==> src/rtl/tpc_defs.vh <==
// Behaviour
// - Each channel owns one pin, handed to general-purpose port logic when unclaimed.
// - Small package: channel one has no pin but still works internally as compare.
// - Route option set: channel 0 captures comparator output; its pin is never driven.
// - Clock source select both bits set: counter steps on external clock pin.
// - External clock pin also feeds the modulo timer at the same time.
// - Any write to either counter byte clears counter and prescaler.
// - In debug mode, counter byte reads return the live frozen counter.
// - In debug mode, status or counter writes clear the counter read latch.
// - In debug mode, channel value reads return the real register content.
// - In debug mode, a channel status write clears that channel's read latch.
// - Input capture mode ignores software writes to the channel value.
// - Output compare: buffered value loads on next counter step after both bytes.
// - Edge PWM: buffered value loads when counter steps from top minus one to top.
`ifndef TPC_DEFS_VH
`define TPC_DEFS_VH

// Register offsets
`define TPC_OFS_SC        4'h0
`define TPC_OFS_CNTH      4'h1
`define TPC_OFS_CNTL      4'h2
`define TPC_OFS_MODH      4'h3
`define TPC_OFS_MODL      4'h4
`define TPC_OFS_CH_BASE   4'h5
`define TPC_OFS_CH_STRIDE 4'h3
`define TPC_OFS_CH_SC     4'h0
`define TPC_OFS_CH_VH     4'h1
`define TPC_OFS_CH_VL     4'h2
`define TPC_OFS_OPT       4'hb

// Timer status/control fields
`define TPC_SC_TOF        7
`define TPC_SC_CLKS_HI    4
`define TPC_SC_CLKS_LO    3
`define TPC_SC_PS_HI      2
`define TPC_SC_PS_LO      0
`define TPC_SC_WMASK      8'h7f

// Clock source encodings
`define TPC_CLK_NONE      2'h0
`define TPC_CLK_BUS       2'h1
`define TPC_CLK_FIXED     2'h2
`define TPC_CLK_EXT       2'h3

// Channel status/control fields
`define TPC_CH_F          7
`define TPC_CH_MS_HI      5
`define TPC_CH_MS_LO      4
`define TPC_CH_ELS_HI     3
`define TPC_CH_ELS_LO     2
`define TPC_CH_WMASK      8'h7f
`define TPC_MS_IC         2'h0
`define TPC_MS_OC         2'h1
`define TPC_ELS_OFF       2'h0
`define TPC_ELS_TOGGLE    2'h1
`define TPC_ELS_CLEAR     2'h2
`define TPC_ELS_SET       2'h3

// Option register fields
`define TPC_OPT_ROUTE     0

// Reset values and counter limits
`define TPC_BYTE_ZERO     8'h00
`define TPC_WORD_ZERO     16'h0000
`define TPC_WORD_ONE      16'h0001
`define TPC_FREE_TOP      16'hffff
`define TPC_PS_ZERO       7'h00
`define TPC_PS_ONE        7'h01
`define TPC_PS_ALL        7'h7f

`endif

==> src/rtl/tpc_timer.v <==
`timescale 1ns/1ps
`default_nettype none
`include "tpc_defs.vh"

module tpc_timer #(
    parameter NCH      = 2,
    parameter NOPIN_CH = 1
) (
    input  wire             core_clk,
    input  wire             rst,
    input  wire [3:0]       reg_addr,
    input  wire [7:0]       reg_wdata,
    input  wire             reg_wr,
    input  wire             reg_rd,
    output reg  [7:0]       reg_rdata,
    input  wire             bdm_active,
    input  wire             fixed_clk_tick,
    input  wire             small_package,
    input  wire             external_timer_clock_pin,
    input  wire             analog_comparator_out,
    input  wire [NCH-1:0]   pin_in,
    input  wire [NCH-1:0]   gpio_out,
    input  wire [NCH-1:0]   gpio_oe_n,
    output wire [NCH-1:0]   pin_out,
    output wire [NCH-1:0]   pin_oe_n,
    output reg              timer_external_clock_tick,
    output reg              route_active
);

    reg  [7:0]       sc_reg;
    reg  [15:0]      cnt_reg;
    reg  [15:0]      mod_reg;
    reg  [6:0]       ps_cnt_reg;
    reg              ext_prev_reg;
    reg              clat_v_reg;
    reg  [15:0]      clat_reg;
    reg  [7:0]       rd_next;
    reg              src_tick;
    wire [1:0]       clks;
    wire [2:0]       ps;
    wire [6:0]       ps_mask;
    wire             ps_done;
    wire             ext_rise;
    wire             cnt_step;
    wire [15:0]      top;
    wire [15:0]      top_m1;
    wire             wrap;
    wire             cnt_wr;
    wire             cnt_rd;
    wire [15:0]      cnt_view;
    wire [8*NCH-1:0] ch_rd_flat;

    assign clks    = sc_reg[`TPC_SC_CLKS_HI:`TPC_SC_CLKS_LO];
    assign ps      = sc_reg[`TPC_SC_PS_HI:`TPC_SC_PS_LO];
    assign ps_mask = ~(`TPC_PS_ALL << ps);
    assign ps_done = (ps_cnt_reg | ~ps_mask) == `TPC_PS_ALL;
    assign ext_rise = external_timer_clock_pin & ~ext_prev_reg;
    // Modulo of zero means the counter runs free to the full width
    assign top     = (mod_reg == `TPC_WORD_ZERO) ? `TPC_FREE_TOP : mod_reg;
    assign top_m1  = top - `TPC_WORD_ONE;
    assign wrap    = cnt_reg == top;
    // Counter frozen while debugging
    assign cnt_step = src_tick & ps_done & ~bdm_active;
    assign cnt_wr  = reg_wr & ((reg_addr == `TPC_OFS_CNTH) | (reg_addr == `TPC_OFS_CNTL));
    assign cnt_rd  = reg_rd & ((reg_addr == `TPC_OFS_CNTH) | (reg_addr == `TPC_OFS_CNTL));
    assign cnt_view = (clat_v_reg & ~bdm_active) ? clat_reg : cnt_reg;

    always @* begin
        case (clks)
            `TPC_CLK_BUS:   src_tick = 1'b1;
            `TPC_CLK_FIXED: src_tick = fixed_clk_tick;
            `TPC_CLK_EXT:   src_tick = ext_rise;
            default:        src_tick = 1'b0;
        endcase
    end

    always @(posedge core_clk) begin
        if (rst) begin
            sc_reg       <= `TPC_BYTE_ZERO;
            cnt_reg      <= `TPC_WORD_ZERO;
            mod_reg      <= `TPC_WORD_ZERO;
            ps_cnt_reg   <= `TPC_PS_ZERO;
            ext_prev_reg <= 1'b0;
            route_active <= 1'b0;
            timer_external_clock_tick <= 1'b0;
        end else begin
            ext_prev_reg <= external_timer_clock_pin;
            timer_external_clock_tick <= ext_rise;
            if (cnt_wr) begin
                cnt_reg    <= `TPC_WORD_ZERO;
                ps_cnt_reg <= `TPC_PS_ZERO;
            end else begin
                if (src_tick & ~bdm_active)
                    ps_cnt_reg <= ps_done ? `TPC_PS_ZERO : ps_cnt_reg + `TPC_PS_ONE;
                if (cnt_step)
                    cnt_reg <= wrap ? `TPC_WORD_ZERO : cnt_reg + `TPC_WORD_ONE;
            end
            if (reg_wr & (reg_addr == `TPC_OFS_SC))
                sc_reg <= (reg_wdata & `TPC_SC_WMASK) | {sc_reg[`TPC_SC_TOF] & reg_wdata[`TPC_SC_TOF], 7'h00};
            // Overflow set wins over a clearing write
            if (cnt_step & wrap & ~cnt_wr)
                sc_reg[`TPC_SC_TOF] <= 1'b1;
            if (reg_wr & (reg_addr == `TPC_OFS_MODH))
                mod_reg[15:8] <= reg_wdata;
            if (reg_wr & (reg_addr == `TPC_OFS_MODL))
                mod_reg[7:0] <= reg_wdata;
            if (reg_wr & (reg_addr == `TPC_OFS_OPT))
                route_active <= reg_wdata[`TPC_OPT_ROUTE];
        end
    end

    // Two-byte read coherency for the counter
    always @(posedge core_clk) begin
        if (rst) begin
            clat_v_reg <= 1'b0;
            clat_reg   <= `TPC_WORD_ZERO;
        end else if (bdm_active) begin
            if (reg_wr & ((reg_addr == `TPC_OFS_SC) | cnt_wr))
                clat_v_reg <= 1'b0;
        end else if (cnt_rd) begin
            clat_v_reg <= ~clat_v_reg;
            if (~clat_v_reg)
                clat_reg <= cnt_reg;
        end
    end

    genvar gi;
    generate
        for (gi = 0; gi < NCH; gi = gi + 1) begin : g_ch
            localparam [31:0] CB = `TPC_OFS_CH_BASE + `TPC_OFS_CH_STRIDE * gi;
            localparam [3:0] A_SC = CB[3:0] + `TPC_OFS_CH_SC;
            localparam [3:0] A_VH = CB[3:0] + `TPC_OFS_CH_VH;
            localparam [3:0] A_VL = CB[3:0] + `TPC_OFS_CH_VL;
            reg  [7:0]  chsc_reg;
            reg  [15:0] cval_reg;
            reg  [15:0] wbuf_reg;
            reg         whi_reg;
            reg         wlo_reg;
            reg         rlat_v_reg;
            reg  [15:0] rlat_reg;
            reg         cap_prev_reg;
            reg         out_reg;
            reg         pout_reg;
            reg         poe_n_reg;
            reg  [7:0]  rd_byte;
            wire [1:0]  ms      = chsc_reg[`TPC_CH_MS_HI:`TPC_CH_MS_LO];
            wire [1:0]  els     = chsc_reg[`TPC_CH_ELS_HI:`TPC_CH_ELS_LO];
            wire        is_ic   = ms == `TPC_MS_IC;
            wire        is_oc   = ms == `TPC_MS_OC;
            wire        is_pwm  = ms[1];
            wire        routed  = (gi == 0) & route_active;
            wire        bonded  = ~(small_package & (gi == NOPIN_CH));
            wire        cap_src = routed ? analog_comparator_out : (bonded & pin_in[gi]);
            wire        rise    = cap_src & ~cap_prev_reg;
            wire        fall    = ~cap_src & cap_prev_reg;
            wire        cap_ev  = is_ic & ((els[0] & rise) | (els[1] & fall));
            wire        cnt_nxt_hit = cnt_step & ((wrap ? `TPC_WORD_ZERO : cnt_reg + `TPC_WORD_ONE) == cval_reg);
            wire        oc_ev   = is_oc & cnt_nxt_hit;
            wire        pend    = whi_reg & wlo_reg;
            wire        load    = pend & ((clks == `TPC_CLK_NONE) | (is_oc & cnt_step) |
                                          (is_pwm & cnt_step & (cnt_reg == top_m1)));
            wire        sc_wr   = reg_wr & (reg_addr == A_SC);
            wire        v_rd    = reg_rd & ((reg_addr == A_VH) | (reg_addr == A_VL));
            wire        claim   = ~is_ic & (els != `TPC_ELS_OFF) & ~routed;
            wire [15:0] v_view  = (rlat_v_reg & ~bdm_active) ? rlat_reg : cval_reg;

            always @* begin
                rd_byte = `TPC_BYTE_ZERO;
                if (reg_addr == A_SC)
                    rd_byte = chsc_reg;
                else if (reg_addr == A_VH)
                    rd_byte = v_view[15:8];
                else if (reg_addr == A_VL)
                    rd_byte = v_view[7:0];
            end
            assign ch_rd_flat[8*gi +: 8] = rd_byte;

            always @(posedge core_clk) begin
                if (rst) begin
                    chsc_reg     <= `TPC_BYTE_ZERO;
                    cval_reg     <= `TPC_WORD_ZERO;
                    wbuf_reg     <= `TPC_WORD_ZERO;
                    whi_reg      <= 1'b0;
                    wlo_reg      <= 1'b0;
                    cap_prev_reg <= 1'b0;
                    out_reg      <= 1'b0;
                end else begin
                    cap_prev_reg <= cap_src;
                    if (sc_wr)
                        chsc_reg <= (reg_wdata & `TPC_CH_WMASK) |
                                    {chsc_reg[`TPC_CH_F] & reg_wdata[`TPC_CH_F], 7'h00};
                    // Event flag set wins over clear
                    if (cap_ev | oc_ev)
                        chsc_reg[`TPC_CH_F] <= 1'b1;
                    if (load) begin
                        cval_reg <= wbuf_reg;
                        whi_reg  <= 1'b0;
                        wlo_reg  <= 1'b0;
                    end
                    if (is_ic) begin
                        whi_reg <= 1'b0;
                        wlo_reg <= 1'b0;
                        if (cap_ev)
                            cval_reg <= cnt_reg;
                    end else begin
                        if (reg_wr & (reg_addr == A_VH)) begin
                            wbuf_reg[15:8] <= reg_wdata;
                            whi_reg        <= 1'b1;
                        end
                        if (reg_wr & (reg_addr == A_VL)) begin
                            wbuf_reg[7:0] <= reg_wdata;
                            wlo_reg       <= 1'b1;
                        end
                    end
                    if (oc_ev) begin
                        case (els)
                            `TPC_ELS_TOGGLE: out_reg <= ~out_reg;
                            `TPC_ELS_CLEAR:  out_reg <= 1'b0;
                            `TPC_ELS_SET:    out_reg <= 1'b1;
                            default:         out_reg <= out_reg;
                        endcase
                    end else if (is_pwm) begin
                        // High-true when upper edge bit set
                        out_reg <= els[1] ~^ (cnt_reg < cval_reg);
                    end
                end
            end

            // Channel read coherency latch
            always @(posedge core_clk) begin
                if (rst) begin
                    rlat_v_reg <= 1'b0;
                    rlat_reg   <= `TPC_WORD_ZERO;
                end else if (bdm_active) begin
                    if (sc_wr)
                        rlat_v_reg <= 1'b0;
                end else if (v_rd) begin
                    rlat_v_reg <= ~rlat_v_reg;
                    if (~rlat_v_reg)
                        rlat_reg <= cval_reg;
                end
            end

            always @(posedge core_clk) begin
                if (rst) begin
                    pout_reg  <= 1'b0;
                    poe_n_reg <= 1'b1;
                end else begin
                    pout_reg  <= claim ? out_reg : gpio_out[gi];
                    // Unbonded or routed pin is never driven
                    poe_n_reg <= (~bonded | routed) ? 1'b1 : (claim ? 1'b0 : gpio_oe_n[gi]);
                end
            end
            assign pin_out[gi]  = pout_reg;
            assign pin_oe_n[gi] = poe_n_reg;
        end
    endgenerate

    integer k;
    always @* begin
        rd_next = `TPC_BYTE_ZERO;
        case (reg_addr)
            `TPC_OFS_SC:   rd_next = sc_reg;
            `TPC_OFS_CNTH: rd_next = cnt_view[15:8];
            `TPC_OFS_CNTL: rd_next = cnt_view[7:0];
            `TPC_OFS_MODH: rd_next = mod_reg[15:8];
            `TPC_OFS_MODL: rd_next = mod_reg[7:0];
            `TPC_OFS_OPT:  rd_next = {7'h00, route_active};
            default: begin
                for (k = 0; k < NCH; k = k + 1)
                    rd_next = rd_next | ch_rd_flat[8*k +: 8];
            end
        endcase
    end

    always @(posedge core_clk) begin
        if (rst)
            reg_rdata <= `TPC_BYTE_ZERO;
        else if (reg_rd)
            reg_rdata <= rd_next;
        else
            reg_rdata <= `TPC_BYTE_ZERO;
    end

endmodule // tpc_timer
`default_nettype wire

==> config.mk <==
export PLATFORM = sky130hd
export DESIGN_NAME = tpc_timer
export DESIGN_NICKNAME = d
export VERILOG_FILES = /design/src/rtl/tpc_timer.v
export VERILOG_INCLUDE_DIRS = /design/src /design/src/rtl
export SDC_FILE = /design/constraint.sdc
export NUM_CORES = 1
export LEC_CHECK = 0
export BUFFER_PORTS_ARGS = -buffer_cell sky130_fd_sc_hd__buf_2
export CORE_MARGIN = 8
export CORE_UTILIZATION = 50
export CTS_CLUSTER_SIZE = 10
export DETAILED_ROUTE_END_ITERATION = 7
export PLACE_DENSITY_LB_ADDON = 0.3
export SKIP_CTS_REPAIR_TIMING = 1
export SKIP_LAST_GASP = 1
export SLEW_MARGIN = 20
export SYNTH_ARGS = -nofsm -noshare
export SYNTH_HDL_FRONTEND = slang
export SYNTH_SLANG_ARGS = --single-unit
==> constraint.sdc <==
create_clock -name core_clk -period 8.4 [get_ports core_clk]
set_clock_uncertainty 0.15 [all_clocks]
set_input_delay 1.68 -clock core_clk [delete_from_list [all_inputs] [get_ports core_clk]]
set_output_delay 1.68 -clock core_clk [all_outputs]
set_load 0.01 [all_outputs]
==> results_dict.tcl <==
set metrics [dict create \
    crit_arrival_ns 5.69 \
    final_layout_size_suffix_gt1_share_pct 7.35 \
    synth_edf_count 0 \
    rsz0062_at_grt "no" \
    routed_wl_um 39300 \
    grt_pass1_vias 10155 \
    place_hpwl_um 27000 \
    synth.mux.area_fraction_pct 13.1 \
    synth_xor_area_share_pct 3.67 \
    num_io_pins 41 \
    die_x_um 170 \
    fmax_mhz 183 \
    placed_area_mm2 0.0121 \
    synthToLayoutAreaGrowth_pct 7.85 \
    synth_area_mm2 0.0118 \
    yosysTopAreaCell "dfxtp_1" \
    synth_top_family_by_area "simple AND/OR/NAND/NOR gates" \
    clk_pin_slew_ns 0.05 \
    intPower_w 0.00155 \
    cp.required_ns 8.62 \
    fin_nets 1500 \
    portBuffers 40 \
    synth-simple-area-share_pct 21.6 \
    p_clk_share_pct 44.6 \
    cts_max_level 1 \
    ir_drop_uv 144 \
    hold_viol_final 0 \
    grt_antenna_before_repair 0 \
    synth_nets 1532 \
    synth_area_leaders "dfxtp_1 (34%), mux2i_1 (13%), nor2_1 (5.5%)" \
    min_to "timer_external_clock_tick" \
    pwr-share-seq_pct 47.2 \
    n_fill_cell 2225 \
    setup_viol 0 \
    ys_ff_latch 201 \
    initial_core_util_pct 50.7 \
    cap_violations 0 \
    via_per_inst 6.34 \
    firstDrtPassIters 6 \
    grt_max_degree 89 \
    slew_viol_final 0 \
    critPathMaxFanout 17 \
    critPathLaunchType "flop" \
    antenna_left 0 \
    drt-initial-drc-count 1134 \
    cts-root-buf "clkbuf_16" \
    min_path_type "flop to flop" \
    synth_area_per_cell_um2 8.04 \
    dp.cells 1731 \
    synth_top_area_share_pct 34.0 \
    syn_inst 1470 \
    place_congestion 1.02 \
    drc_errors 0 \
    seq_area_frac_synth_pct 34.0 \
    grt_pass1_wl_um 60300 \
    r2r_cells 14 \
    core_area_mm2 0.0233 \
    fin_area_mm2 0.0128 \
    synth_flop_cell "dfxtp_1" \
    fin_cells 1762 \
    hold_depth 1 \
    hp-start "ext_prev_reg" \
    clock-sinks 201 \
    period_minus_slack_ns 5.47 \
    via_count 11168 \
    finish.utilization_pct 54.6 \
    overflow 0 \
    endpoint_kind "flop" \
    tritoncts "done" \
    insertion_delay_ns 0.52 \
    grt.total_usage_pct 26.5 \
    cts_buffer_depth 3 \
    slew_headroom_pct 20.9 \
    synthAdderAreaFrac_pct 3.70 \
    reg2reg_to "g_ch[0].cval_reg[4]" \
    comb_power_share_pct 8.2 \
    numCtsBuffers 24 \
    die_h_um 170 \
    timing.rr.start "mod_reg[12]" \
    p_sw_w 0.000506 \
    synth.distinct_cells 77 \
    r2r_slack_ns 2.93 \
    async_reset_ff_share_pct 0 \
    dieArea_mm2 0.0288 \
    status "finished, final reports clean" \
    multi_input_area_mm2 0.00718 \
    synth_compound_area_share_pct 18.5 \
    power_density_mw_per_mm2 161 \
    diodes 0 \
    fin_setup_tns_ns 0 \
    switching_share_pct 24.6 \
    leakage_nw 4.96 \
    finalCritPeriodShare_pct 65.2 \
    wl_per_cell_um 22.3 \
    synth_commonest_cells "dfxtp_1 (201), nor2_1 (174), nand2_1 (168), mux2i_1 (151), a21oi_1 (113)" \
    yosysMostFrequentCell "dfxtp_1" \
    ff_latch_area_mm2 0.00402 \
    fp-row-count 56 \
    worst_slew_pin_slew_ns 1.18 \
    yosys_warnings 0 \
    critPathKind "flop to flop" \
]
[placed cells by master (no fill, tap or decap), drive strengths merged, types with 24 or more instances in the layout]
cell / Yosys / routed
dfxtp: 201 / 201
nor2: 174 / 174
nand2: 168 / 168
mux2i: 151 / 151
a21oi: 114 / 114
buf: 19 / 55
o21ai: 49 / 49
inv: 46 / 46
o22ai: 35 / 35
ha: 35 / 35
clkbuf: 94 / 30
nor3: 29 / 29
nand3: 28 / 28
xnor2: 28 / 28
a211oi: 26 / 26
nor4: 24 / 24
[power by group through the flow]
stage                     combinational (W)  clock, W  sequential (W)
after floorplan                    0.000118         0        0.000987
after global placement             0.000164         0        0.000991
after detailed placement           0.000164         0        0.000991
after CTS                          0.000165  0.000931        0.000971
after global routing               0.000181  0.000971        0.000971
final                              0.000169  0.000916        0.000971
[metrics by stage]
step / hold slack (ns) / worst slack (ns) / total power (W)
global route: 0.292 / 2.66 / 0.00212
floorplan: 0.242 / 3.46 / 0.00110
finish: 0.278 / 2.93 / 0.00206
detailed placement: 0.267 / 2.80 / 0.00116
global placement: 0.251 / 2.90 / 0.00115
CTS: 0.275 / 3.02 / 0.00207
[kinds of logic (layout without fill, tap and decap cells)]
kind of cell / after synthesis / count (layout)
xor+xnor: 48 / 48
flops: 201 / 201
fa+ha+maj: 35 / 35
compound gates: 338 / 338
simple gates: 536 / 536
buf+inv: 159 / 132
mux: 153 / 153
[final cells by class]
| class | instances | share of cell area [%] |
|---|---|---|
| flip-flops and latches | 201 | 31.6 |
| clock inverters | 1 | 0.0393 |
| multi-input cells | 1110 | 56.3 |
| inverters | 46 | 1.35 |
| well taps | 319 | 3.13 |
| clock buffers | 30 | 5.13 |
| repair buffers | 55 | 2.47 |
[per-layer routing]
layer | track usage [%] | wire (µm) | up-vias | share of wire, %
met1 | 35.6 | 16700 | 5306 | 42
met2 | 40.6 | 17100 | 540 | 43
li1 | - | - | 5204 | -
met5 | 0 | 0 | - | 0
met4 | 12.5 | 1940 | 0 | 4.9
met3 | 4.68 | 3580 | 118 | 9.1
[how the worst max path moves through the flow]
stage,start,endpoint,slack (ns),depth (start not counted)
2_1_floorplan,external_timer_clock_pin,g_ch[1].cval_reg[10],3.46,12
3_3_place_gp,external_timer_clock_pin,g_ch[1].cval_reg[4],2.90,12
3_5_place_dp,external_timer_clock_pin,g_ch[0].cval_reg[9],2.80,12
4_1_cts,mod_reg[12],g_ch[0].cval_reg[4],3.02,14
5_1_grt,mod_reg[12],g_ch[0].cval_reg[4],2.66,14
6_report,mod_reg[12],g_ch[0].cval_reg[4],2.93,14
[worst max-delay path: stages (launching register included)]
cell       delay, ns
dfxtp_1         0.42
or4_4           0.61
nor4_4          0.70
nor2_1          0.09
ha_1            0.31
xnor2_1         0.13
a21oi_1         0.13
nand2_1         0.05
or4_1           0.55
or4_4           0.46
a2111oi_4       0.37
a41oi_2         0.21
a21oi_4         0.75
mux2i_1         0.28
a211oi_1        0.09
No activity file was read; power rests on OpenSTA's default activity.
